$ cat src/hw/ddc_pkg.sv
// Constants, command codes and carrier types of the dual converter power control.
// Assumes a 200 MHz system clock; the wake cycle counts are derived from that period.
package ddc_pkg;
	localparam int CLK_PERIOD_NS = 5;
	localparam int WAKE_ONE_NS   = 5000;
	localparam int WAKE_BIAS5_NS = 12000;
	localparam int WAKE_BIAS3_NS = 30000;
	localparam int WAKE_ONE_CYC   = (WAKE_ONE_NS + CLK_PERIOD_NS - 1) / CLK_PERIOD_NS;
	localparam int WAKE_BIAS5_CYC = (WAKE_BIAS5_NS + CLK_PERIOD_NS - 1) / CLK_PERIOD_NS;
	localparam int WAKE_BIAS3_CYC = (WAKE_BIAS3_NS + CLK_PERIOD_NS - 1) / CLK_PERIOD_NS;
	localparam int WAKE_W         = 13;

	localparam int SHIFT_W    = 32;
	localparam int CNT_W      = 6;
	localparam int FRAME_BITS = 24;
	localparam int CMD_MSB    = 23;
	localparam int CMD_LSB    = 20;
	localparam int ADDR_MSB   = 19;
	localparam int ADDR_LSB   = 16;
	localparam int DATA_MSB   = 15;
	localparam int DATA_LSB   = 0;
	localparam int CODE_W     = 16;

	localparam logic [3:0] CMD_WRITE      = 4'h0;
	localparam logic [3:0] CMD_UPDATE     = 4'h1;
	localparam logic [3:0] CMD_WRITE_ALL  = 4'h2;
	localparam logic [3:0] CMD_WRITE_UPD  = 4'h3;
	localparam logic [3:0] CMD_PDOWN      = 4'h4;
	localparam logic [3:0] ADDR_A         = 4'h0;
	localparam logic [3:0] ADDR_B         = 4'h1;
	localparam logic [3:0] ADDR_ALL       = 4'hf;
	localparam logic [15:0] CODE_RESET    = 16'h0000;

	typedef enum logic [1:0] {FR_IDLE, FR_SHIFT, FR_EXEC} ddc_frame_type;

	typedef struct packed {
		logic [CODE_W-1:0] inputCode;
		logic [CODE_W-1:0] dacCode;
		logic              powerDown;
		logic              driveOn;
		logic              pullOn;
		logic              settled;
	} ddc_chan_type;
endpackage

$ cat src/hw/ddc_power_ctrl.sv
// Dual converter command decoder with per-channel power-down and wake-up timing.
// Assumes the three serial pins and the supply strap are asynchronous to mclk.
//
// Function
// - Power-down command with channel address powers down that channel or both.
// - Data field of a power-down frame is ignored.
// - Power-down leaves input and converter codes unchanged.
// - Powered-down channel output is high impedance with pull to ground.
// - Any command with an update wakes each channel it updates; CMD_WRITE_ALL updates both, whatever the address.
// - Channel wakes at the same moment its converter code is updated.
// - Waking one channel alone takes five microseconds to settle.
// - Both down shuts the bias; wake then takes 12 or 30 microseconds.
// - Four write and update codes; those with an update also wake.
// - While select is low, data is sampled on each rising serial clock.
// - Rising select ends the frame and executes the shifted command once at least 24 bits are in.
`timescale 1ns/1ps
module ddc_power_ctrl
	import ddc_pkg::*;
#(
	parameter int WAKE_BIAS3_CYCLES = WAKE_BIAS3_CYC
) (
	input  wire logic               mclk,
	input  wire logic               reset,
	input  wire logic               selectAndLoad,
	input  wire logic               serialClk,
	input  wire logic               serialIn,
	input  wire logic               supplyHigh,
	output ddc_chan_type [1:0]      chanStat,
	output logic                    biasOn
);
	// ----------------------------------------
	// Pin synchronisers and edge detection
	// ----------------------------------------
	// The synchronisers wake up at the pins' idle levels, so that no false frame opens after reset.
	localparam logic [3:0]   SYNC_IDLE = 4'h1;
	logic [3:0]              syncA_reg, syncA_next;
	logic [3:0]              syncB_reg, syncB_next;
	logic                    sckPrev_reg, sckPrev_next;
	logic                    selHigh, sckRise, sdiBit, supply5v;

	always_comb begin
		syncA_next   = {supplyHigh, serialIn, serialClk, selectAndLoad};
		syncB_next   = syncA_reg;
		sckPrev_next = syncB_reg[1];
	end

	assign selHigh  = syncB_reg[0];
	assign sckRise  = syncB_reg[1] & ~sckPrev_reg;
	assign sdiBit   = syncB_reg[2];
	assign supply5v = syncB_reg[3];

	// ----------------------------------------
	// Frame shifter
	// ----------------------------------------
	ddc_frame_type           frame_reg, frame_next;
	logic [SHIFT_W-1:0]      shift_reg, shift_next;
	logic [CNT_W-1:0]        cnt_reg, cnt_next;
	logic [3:0]              cmd, addr;

	assign cmd  = shift_reg[CMD_MSB:CMD_LSB];
	assign addr = shift_reg[ADDR_MSB:ADDR_LSB];

	always_comb begin
		frame_next = frame_reg;
		shift_next = shift_reg;
		cnt_next   = cnt_reg;
		case (frame_reg)
			FR_IDLE: begin
				if (!selHigh) begin
					frame_next = FR_SHIFT;
					cnt_next   = '0;
				end
			end
			FR_SHIFT: begin
				if (selHigh) begin
					// Frames shorter than 24 bits are dropped.
					frame_next = (cnt_reg >= CNT_W'(FRAME_BITS)) ? FR_EXEC : FR_IDLE;
				end else if (sckRise) begin
					shift_next = {shift_reg[SHIFT_W-2:0], sdiBit};
					if (cnt_reg < CNT_W'(SHIFT_W)) begin
						cnt_next = cnt_reg + CNT_W'(1);
					end
				end
			end
			FR_EXEC: begin
				frame_next = FR_IDLE;
			end
			default: begin
				frame_next = FR_IDLE;
			end
		endcase
	end

	// ----------------------------------------
	// Channel state and wake timing
	// ----------------------------------------
	ddc_chan_type [1:0]      chan_reg, chan_next;
	logic [WAKE_W-1:0]       wake_reg [2];
	logic [WAKE_W-1:0]       wake_next [2];
	logic                    bias_reg, bias_next;
	logic [1:0]              upd, wr, pdn;
	logic                    bothDown;

	function automatic logic addrHit(input logic [3:0] a, input logic ch);
		addrHit = (a == ADDR_ALL) || (a == (ch ? ADDR_B : ADDR_A));
	endfunction

	assign bothDown = chan_reg[0].powerDown & chan_reg[1].powerDown;

	always_comb begin
		chan_next = chan_reg;
		for (int i = 0; i < 2; i++) begin
			wake_next[i] = wake_reg[i];
			upd[i] = 1'b0;
			wr[i]  = 1'b0;
			pdn[i] = 1'b0;
			if (frame_reg == FR_EXEC) begin
				wr[i]  = addrHit(addr, i[0]) &&
					(cmd == CMD_WRITE || cmd == CMD_WRITE_ALL || cmd == CMD_WRITE_UPD);
				upd[i] = (cmd == CMD_WRITE_ALL) ||
					(addrHit(addr, i[0]) && (cmd == CMD_UPDATE || cmd == CMD_WRITE_UPD));
				pdn[i] = addrHit(addr, i[0]) && (cmd == CMD_PDOWN);
			end
			if (wake_reg[i] != '0) begin
				wake_next[i] = wake_reg[i] - WAKE_W'(1);
				if (wake_reg[i] == WAKE_W'(1)) begin
					chan_next[i].settled = 1'b1;
				end
			end
			if (wr[i]) begin
				chan_next[i].inputCode = shift_reg[DATA_MSB:DATA_LSB];
			end
			if (upd[i]) begin
				// The new code and the wake happen together.
				chan_next[i].dacCode = chan_next[i].inputCode;
				chan_next[i].driveOn = 1'b1;
				chan_next[i].pullOn  = 1'b0;
				if (chan_reg[i].powerDown) begin
					chan_next[i].powerDown = 1'b0;
					chan_next[i].settled   = 1'b0;
					wake_next[i] = !bothDown ? WAKE_W'(WAKE_ONE_CYC) :
						(supply5v ? WAKE_W'(WAKE_BIAS5_CYC) : WAKE_W'(WAKE_BIAS3_CYCLES));
				end
			end else if (pdn[i]) begin
				// Codes are left alone; repeating the command changes nothing.
				chan_next[i].powerDown = 1'b1;
				chan_next[i].driveOn   = 1'b0;
				chan_next[i].pullOn    = 1'b1;
				chan_next[i].settled   = 1'b0;
				wake_next[i] = '0;
			end
		end
		bias_next = ~(chan_next[0].powerDown & chan_next[1].powerDown);
	end

	// ----------------------------------------
	// Registers
	// ----------------------------------------
	always_ff @(posedge mclk) begin
		if (reset) begin
			syncA_reg   <= SYNC_IDLE;
			syncB_reg   <= SYNC_IDLE;
			sckPrev_reg <= 1'b0;
			frame_reg   <= FR_IDLE;
			shift_reg   <= '0;
			cnt_reg     <= '0;
			bias_reg    <= 1'b1;
			for (int i = 0; i < 2; i++) begin
				chan_reg[i] <= '{CODE_RESET, CODE_RESET, 1'b0, 1'b1, 1'b0, 1'b1};
				wake_reg[i] <= '0;
			end
		end else begin
			syncA_reg   <= syncA_next;
			syncB_reg   <= syncB_next;
			sckPrev_reg <= sckPrev_next;
			frame_reg   <= frame_next;
			shift_reg   <= shift_next;
			cnt_reg     <= cnt_next;
			bias_reg    <= bias_next;
			chan_reg    <= chan_next;
			for (int i = 0; i < 2; i++) begin
				wake_reg[i] <= wake_next[i];
			end
		end
	end

	assign chanStat = chan_reg;
	assign biasOn   = bias_reg;
endmodule

$ cat config.mk
export PLATFORM = sky130hd
export DESIGN_NAME = ddc_power_ctrl
export DESIGN_NICKNAME = d
export VERILOG_FILES = /design/src/hw/ddc_pkg.sv /design/src/hw/ddc_power_ctrl.sv
export SDC_FILE = /design/constraint.sdc
export NUM_CORES = 1
export LEC_CHECK = 0
export BUFFER_PORTS_ARGS = -buffer_cell sky130_fd_sc_hd__buf_2
export CAP_MARGIN = 5
export CORE_ASPECT_RATIO = 0.75
export CORE_UTILIZATION = 57
export DETAILED_ROUTE_END_ITERATION = 10
export PLACE_DENSITY_LB_ADDON = 0.25
export SLEW_MARGIN = 20
export SYNTH_ARGS = -nofsm -noshare
export SYNTH_HDL_FRONTEND = slang
export SYNTH_SLANG_ARGS = --single-unit
$ cat constraint.sdc
create_clock -name mclk -period 2.43 [get_ports mclk]
set_input_delay 0.243 -clock mclk [delete_from_list [all_inputs] [get_ports mclk]]
set_output_delay 0.243 -clock mclk [all_outputs]
set_load 0.005 [all_outputs]
[Yosys cells after proc, flatten, opt, wreduce, memory -nomap -nowiden]
Memory sizes are Yosys's and may differ from the RTL's.
Cells that the tools add are included.
Operators by class
  $add $sub $neg: 3
  magnitude comparators: 2
  equality and inequality tests: 15
  mux-type cells: 42
  bitwise logic cells: 8
  reduce and logical (&&, ||, !) cells: 24
Operators by type and width (number)
  two-way mux 13 bit: 12
  two-way mux 16 bit: 2
  == test 13 x 1 -> 1 bit, second input constant: 2
  nonzero test 13 bit: 2
  subtractor 13 x 1 -> 13 bit, second input constant: 2
  two-way mux 6 bit: 4
  two-way mux 4 bit: 4
  two-way mux 1 bit: 15
  one-hot mux 6 bit (2 select lines): 1
  inequality test 2 bit, second input constant: 5
  == test 4 x 1 -> 1 bit, second input constant: 2
  == test 4 x 2 -> 1 bit, second input constant: 2
  zero test 4 bit: 2
  logical OR 1 bit: 7
  adder 6 x 1 -> 6 bit, second input constant: 1
  >= comparator 6 x 5 -> 1 bit, second input constant: 1
  logical AND 1 bit: 6
  less-than comparator 6 bit, second input constant: 1
  two-way mux 2 bit: 3
  AND reduction 5 bit: 1
  == test 4 x 3 -> 1 bit, second input constant: 1
  == test 4 bit, second input constant: 1
  one-hot mux 2 bit (2 select lines): 1
  OR reduction 2 bit: 2
  9 further kinds: 14
Storage, ports and cells
  register bits: 114
  RAM bits: 26
  memories: 1
Memory list
  wake_reg: depth 2, width 13, rd ports 2, clocked after memory_dff 0, wr ports 2, RTL line ddc_power_ctrl.sv:98  | logic [WAKE_W-1:0] wake_reg [2];

[Depth between registers and ports, before layout]
Gate-level depths: netlist of run 1.
  word-level depth: 8
  gate-level depth with buffers: 7
  gate-level depth less buffers: 6

[Least setup slack after synthesis of run 1]
No wires, ideal clock.
  kind: flip-flop to flip-flop
  start point: memory wake_reg[0][0]
  end point: memory wake_reg[0][12]
  arrival: 1.800 ns
  required time: 2.301 ns
  path slack: 0.501 ns
  cell stages (with the launch flop): 8
  period minus slack after synthesis: 1.929 ns
  cell sequence: dfxtp_1 inv_1 ha_1 or3b_2 clkbuf_1 or4_1 a22oi_1 o21ai_0
RTL lines (RTL line)
  start: declaration: ddc_power_ctrl.sv:98

[Worst setup path in the final report of run 1]
  start point: register shift_reg[19]
  end point: register chan_reg, in the netlist chanStat[49]
Between the ends
  cells in the longest elaborated chain, start to end: 5
  elaborated cells on any way between the ends: 9
  classes of those cells: eq/ne (2); mux (3); reduce/logical (4)
RTL lines
  start: declaration: RTL line ddc_power_ctrl.sv:56  | logic [SHIFT_W-1:0] shift_reg, shift_next;
  start signal: assignment: RTL line ddc_power_ctrl.sv:177  | shift_reg <= shift_next;
  == test 4 bit or == test 4 x 1 -> 1 bit (tied branches): RTL line ddc_power_ctrl.sv:105  | addrHit = (a == ADDR_ALL) || (a == (ch ? ADDR_B : ADDR_A));
  logical OR 1 bit *: RTL line ddc_power_ctrl.sv:105
  logical AND 1 bit (on tied branches): RTL line ddc_power_ctrl.sv:118, ddc_power_ctrl.sv:121
  two-way mux 1 bit or logical OR 1 bit (tied branches): RTL line ddc_power_ctrl.sv:117, ddc_power_ctrl.sv:120
  two-way mux 16 bit or two-way mux 1 bit (tied branches): RTL line ddc_power_ctrl.sv:130, ddc_power_ctrl.sv:117
  end signal: indexed assignment: RTL line ddc_power_ctrl.sv:169  | chan_reg[i] <= '{CODE_RESET, CODE_RESET, 1'b0, 1'b1, 1'b0, 1'b1};
  end signal: assignment: RTL line ddc_power_ctrl.sv:180  | chan_reg <= chan_next;
  end: declaration: RTL line ddc_power_ctrl.sv:97  | ddc_chan_type [1:0] chan_reg, chan_next;
Mark *: on every way between the ends. The rest lies on a longest branch, timed or not.
A chain may end at the register's enable or synchronous reset.

==> impl_results.md, run 1 <==
* Top-area cell type share of the netlist area at a little under half
* Mapped Cells at 639
* DIE WIDTH at about 120 um
* Num rows at 31
* Pwr/cell area at approximately 840 nW/um^2
* Largest register FFs at roughly 70
* Sw frac at between 20 and 30%
* First-pass GRT wire length at approximately 25000 um
* Synth cell count leaders: 140 x dfxtp_1, 69 x a21oi_1, 63 x nand2_1, 37 x nor2_1
* Detail Placement HPWL at between 10000 and 15000 um
* Initial antenna violation count at 0
* Fin Hold WS at a little over 7 ps
* Cts repair resizes at 0
* Inserted Diodes at 0
* DR iter-0 viols at between 400 and 500
* H-tree levels at 4
* Fill cells at about 760
* Endpoint class of the critical path: flop
* Final cell utilization of the core at around 70%
* Crit Path Max Fanout at 12
* Tcrit/Tclk final at 85.93%
* EDFF count, synth at 0
* Pin count of the biggest net entering global routing at 96
* GR Layer Usage met2 at ~45%
* Worst slew pin tran at around 840 ps
* Pins over their slew limit at 0
* Setup TNS at 0 ps
* Met1 Use GR at 39.99%
* Largest area contributor in the synthesized netlist: dfxtp_1
* Die height at 90.03 um
* Sequential element share of the synthesized area at 47.59%
* Worst Hold Class: primary input to flop
* Distinct cells, synth at 67
* Drt wl/cell at approximately 18 um
* First-pass DRT Iterations at 6
* Area growth from synthesis to layout at 18.53%
* Peak supply drop at roughly 0.53 mV
* Period minus WS final at 2088 ps
* TritonCTS buffer count at 17
* P_int at approximately 0.0042 W
* Setup slack after layout at between 300 and 400 ps
* Residual DRC at 0
* Worst-path clk slew at 60 ps
* Syn Nets at around 650
* Most Crowded Layer GR: met2
* Arrival time worst endpoint at approximately 2400 ps
* Startpoint Class: flop
* Critical path data required time at between 2000 and 3000 ps
* Combinational power share at about 14%
* Vias/cell at about 6.1
* Area contributors post-synth: dfxtp_1 48%, a21oi_1 5.9%, nand2_1 4.0%, mux2i_1 3.7%, a211oi_1 2.9%
* Top-count cell post-synth: dfxtp_1
* Final nets at 726
* Ys Warns at 0
* RSZ-0062 raised after global routing: false
* CTS tree: yes
* CTS root buf: clkbuf_16
* Synth async-reset ratio at 0%
* Vias after detailed routing at 5199
* Final setup viols at 0
* Mean post-synth cell area at just over 9 um^2
* Starting Density at around three fifths
* # IOs at 79
* Worst slack, placed at between 300 and 400 ps
* Met3 global-route usage at around 7.2%
* Max-cap violations at 0
* Hold Vio Cnt, Final at 0
* Area of the multi-input gates at 2825 um^2
* Skew-Pair Late Insertion Delay at ~430 ps
* Critical path class: flop to flop
* Vias in the first global route at a little under 5000
* Slew Limit Headroom at between 40% and 50%
* Peak Freq at 478.9 MHz
* Hold_buf cts at 0
* Flop pwr share at between 40% and 50%
* Die area at about 11000 um^2
* Status: completed
* Yosys reg bits at between 100 and 150
* Setup bufs post-CTS at 0
* Register area at approximately 2800 um^2
* Post-Syn Area at between 5000 and 6000 um^2
* GRT overflow at 0
* GRT Resource Usage Total at ~29%
* Total leakage power at between 2 and 3 nW
* PortBufs at 78
* Routed WL at roughly 15000 um
* Psw at between 0.0015 and 0.002 W
* Max clock buf depth at 2
* Core box area at 9852 um^2
* Share of layout cells above drive strength 1 at between 20% and 30%
* RD Place Congestion at 0.8386
* Post-Route Skew at ~9.4 ps
* Clk sinks at 140
* Top FF cell, synth: dfxtp_1
* Clock power frac at 43.2%
* Final ANT Viol Nets at 0
[through the flow]
| step | area [um^2] | power [W] | cells |
|---|---|---|---|
| floorplan | 5889 | 0.003153 | 639 |
| global placement | 6402 | 0.003329 | 825 |
| detailed placement | 6402 | 0.003357 | 825 |
| CTS | 6980 | 0.005880 | 857 |
| global route | 6980 | 0.006116 | 857 |
| finish | 6980 | 0.005870 | 857 |
[kinds of logic after synthesis]
kind of cell	share of synthesized area, %
and+or+nand+nor	19.82
AOI/OAI and AO/OA	21.59
DFF	47.59
buffers and inverters	4.525
muxes	3.739
adders and majority gates	1.700
xor gates and xnor gates	1.041
[critical path: stages, from the launching register on]
cell and delay [ps]:
dfxtp_1 380, or3_1 530, a21boi_2 350, buf_4 250
nand3_1 220, a311oi_2 280
[path summary, 6_finish.rpt]
path	startpoint	endpoint	slack [ps]	cells after the start
max	shift_reg[19]$_SDFFE_PP0P_	chanStat[49]$_SDFFE_PP0P_	340	5
min	selectAndLoad	syncA_reg[0]$_SDFF_PP1_	7	2
max reg2reg	shift_reg[19]$_SDFFE_PP0P_	chanStat[49]$_SDFFE_PP0P_	340	5
min reg2reg	syncA_reg[0]$_SDFF_PP1_	syncB_reg[0]$_SDFF_PP1_	420	1
[per-layer routing]
layer | up-vias | share of wire, % | routed length [um]
met5 | - | 0 | 0
met4 | 0 | 1.1 | 167
met3 | 18 | 6.7 | 1009
met2 | 172 | 45 | 6811
met1 | 2511 | 47 | 7077
li1 | 2498 | - | -
[cell type report]
class,instances,area share [%]
clock buffers,17,6.094
clock inverters,15,2.187
inverters,11,0.5915
multi-input cells,444,40.47
flip-flops and latches,140,40.15
well taps,132,2.366
repair buffers,98,8.138
[cell usage in the layout, fill, tap and decap left out, drive strengths merged, types with 17 or more instances in the layout]
master,Yosys,final
a211oi,24,24
o21ai,28,28
mux2i,22,22
dfxtp,140,140
inv,11,19
a311oi,19,19
clkbuf,27,17
a21oi,69,69
nor3,29,29
buf,17,98
nand2,63,63
nand3,29,29
nor2,38,38
[power by group through the flow]
stage	sequential [W]	combinational, W	clock [W]
2_1_floorplan	0.00252	0.000634	0
3_3_place_gp	0.00254	0.000787	0
3_5_place_dp	0.00255	0.000807	0
4_1_cts	0.00250	0.000824	0.00256
5_1_grt	0.00252	0.000931	0.00267
6_report	0.00250	0.000828	0.00254
Power figures use the tool's default switching activity.
==> run 2, diff against run 1 <==
- CELL_PAD_IN_SITES_DETAIL_PLACEMENT: default -> 1
- CELL_PAD_IN_SITES_GLOBAL_PLACEMENT: default -> 2
- CORE_UTILIZATION: 57 -> 35
- TNS_END_PERCENT: default -> 1
==> impl_results.md, run 2 (same netlist as run 1, synthesis figures left out) <==
* Reg2reg end: wake_reg[0][23]$_SDFF_PP0_
* Die area at around 17000 um^2
* Skew-Pair Late Insertion Delay at ~430 ps
* Num rows at 40
* Final ANT Viol Nets at 0
* # IOs at 79
* CTS root buf: clkbuf_16
* PortBufs at between 70 and 80
* Residual DRC at 0
* Endpoint class of the critical path: flop
* Arrival time worst endpoint at about 2400 ps
* Critical path class: flop to flop
* Setup TNS at 0 ps
* Max-cap violations at 0
* H-tree levels at 4
* Hold path start: serialClk
* RD Place Congestion at 0.8202
* Status: completed
* Tcrit/Tclk final at about 90%
* Vias in the first global route at between 5000 and 6000
* P_int at 0.004292 W
* Area growth from synthesis to layout at 20.16%
* Vias/cell at between 5 and 6
* Die height at 114.3 um
* Routed WL at around 17000 um
* Hold Vio Cnt, Final at 0
* CTS tree: yes
* Peak Freq at ~470 MHz
* Most frequent cells in the layout: 140 x dfxtp_1, 77 x buf_2, 69 x a21oi_1
* Vias after detailed routing at around 5200
* Worst Hold Class: primary input to flop
* Clock power frac at between 40% and 50%
* Hold_buf cts at 1
* Starting Density at 36.32%
* Combinational power share at around 14%
* Placed cell area at between 6000 and 7000 um^2
* Pwr/cell area at roughly 840 nW/um^2
* TritonCTS buffer count at 17
* Inserted Diodes at 0
* DIE WIDTH at between 150 and 200 um
* Period minus WS final at around 2100 ps
* Flop pwr share at between 40% and 50%
* Final setup viols at 0
* Pin count of the biggest net entering global routing at slightly below 60
* Share of layout cells above drive strength 1 at between 20% and 30%
* Detail Placement HPWL at around 12000 um
* First-pass GRT wire length at about 28000 um
* Worst hold stages at 2
* Finished layout cell area at about 7100 um^2
* Setup bufs post-CTS at 0
* Worst slew pin tran at 658.4 ps
* Worst-path clk slew at 60 ps
* Reg-to-reg critical path startpoint: frame_reg[0]$_SDFFE_PP0P_
* Worst Hold Endpoint: syncA_reg[1]$_SDFF_PP0_
* Max clock buf depth at 2
* Drt wl/cell at between 15 and 20 um
* Cts repair resizes at 0
* Cell count of the worst reg-to-reg path at 4
* Total leakage power at 2.756 nW
* Slew Limit Headroom at roughly 56%
* Pins over their slew limit at 0
* GRT Resource Usage Total at between 20% and 30%
* RSZ-0062 raised after global routing: false
* Crit Path Max Fanout at 10
* Peak supply drop at 0.5277 mV
* Critical path data required time at 2720 ps
* Post-Route Skew at approximately 11 ps
* Core box area at ~16000 um^2
* Initial antenna violation count at 0
* First-pass DRT Iterations at 4
* Reg2reg setup slack at approximately 300 ps
* Sw frac at ~28%
* Clk sinks at 140
* Largest register FFs at 72
* Commonest non-fill, non-tap cell in the layout: dfxtp_1
* Final nets at roughly 730
* GRT overflow at 0
* Startpoint Class: flop
* Psw at about 0.0016 W
* DR iter-0 viols at slightly above 200
[run 2: changes by cell type in the layout (fill, tap and decap cells not counted), sizes merged]
cell / delta
clkinv: +2
clkinvlp: -1
dlygate4sd3: +1
inv: -5
bufinv: +1
buf: +1
clkbuf: +3
[run 2: area by class of cell]
cell class	instances	area, um^2
inverters	11	41.29
repair buffers	100	560.5
flip-flops and latches	140	2803
fillers	1901	9139
clock buffers	20	446.7
multi-input cells	444	2825
clock inverters	12	137.6
well taps	210	262.8
[run 2: per-layer routing]
metal	routed length, um	global-route usage (%)	vias up
li1	-	-	2484
met1	8777	28.25	2583
met2	7713	32.33	86
met3	754	6.255	11
met4	153	6.007	0
met5	0	0	-
[run 2: how the worst max path moves through the flow]
stage	from	end	slack [ps]	cells after the start
floorplan	wake_reg[0][0]$_SDFF_PP0_	wake_reg[0][12]$_SDFF_PP0_	500	7
global placement	frame_reg[0]$_SDFFE_PP0P_	chanStat[48]$_SDFFE_PP0P_	410	4
detailed placement	frame_reg[0]$_SDFFE_PP0P_	chanStat[43]$_SDFFE_PP0P_	320	4
CTS	frame_reg[0]$_SDFFE_PP0P_	chanStat[47]$_SDFFE_PP0P_	320	4
global route	wake_reg[0][13]$_SDFF_PP0_	wake_reg[0][14]$_SDFF_PP0_	200	5
finish	frame_reg[0]$_SDFFE_PP0P_	wake_reg[0][23]$_SDFF_PP0_	300	4
[run 2: metrics by stage]
step / hold slack, ps / instances / setup WS, ps / util [%] / power (W)
5_1_grt: 29.96 / 937 / 200.2 / 43.64 / 0.006188
4_1_cts: 2.507 / 937 / 315.0 / 43.64 / 0.005988
2_1_floorplan: 346.8 / 639 / 500.6 / - / 0.003153
6_report: 25.63 / 937 / 301.4 / 43.64 / 0.005921
3_5_place_dp: 409.1 / 904 / 316.6 / 39.98 / 0.003363
3_3_place_gp: 398.6 / 904 / 405.1 / 39.98 / 0.003338
[run 2: worst max-delay path, cell delays in order, from the launching register on]
cell and delay [ps]:
dfxtp_1 410, or4b_4 610, a2111oi_2 540, or2_2 320, o31ai_1 100
[run 2: power groups by stage]
stage	logic (W)	registers, W	clock network [W]
after global placement	0.000793	0.00255	0
final	0.000813	0.00251	0.00260
after global routing	0.000914	0.00252	0.00276
after detailed placement	0.000810	0.00255	0
after CTS	0.000817	0.00251	0.00267
after floorplan	0.000634	0.00252	0
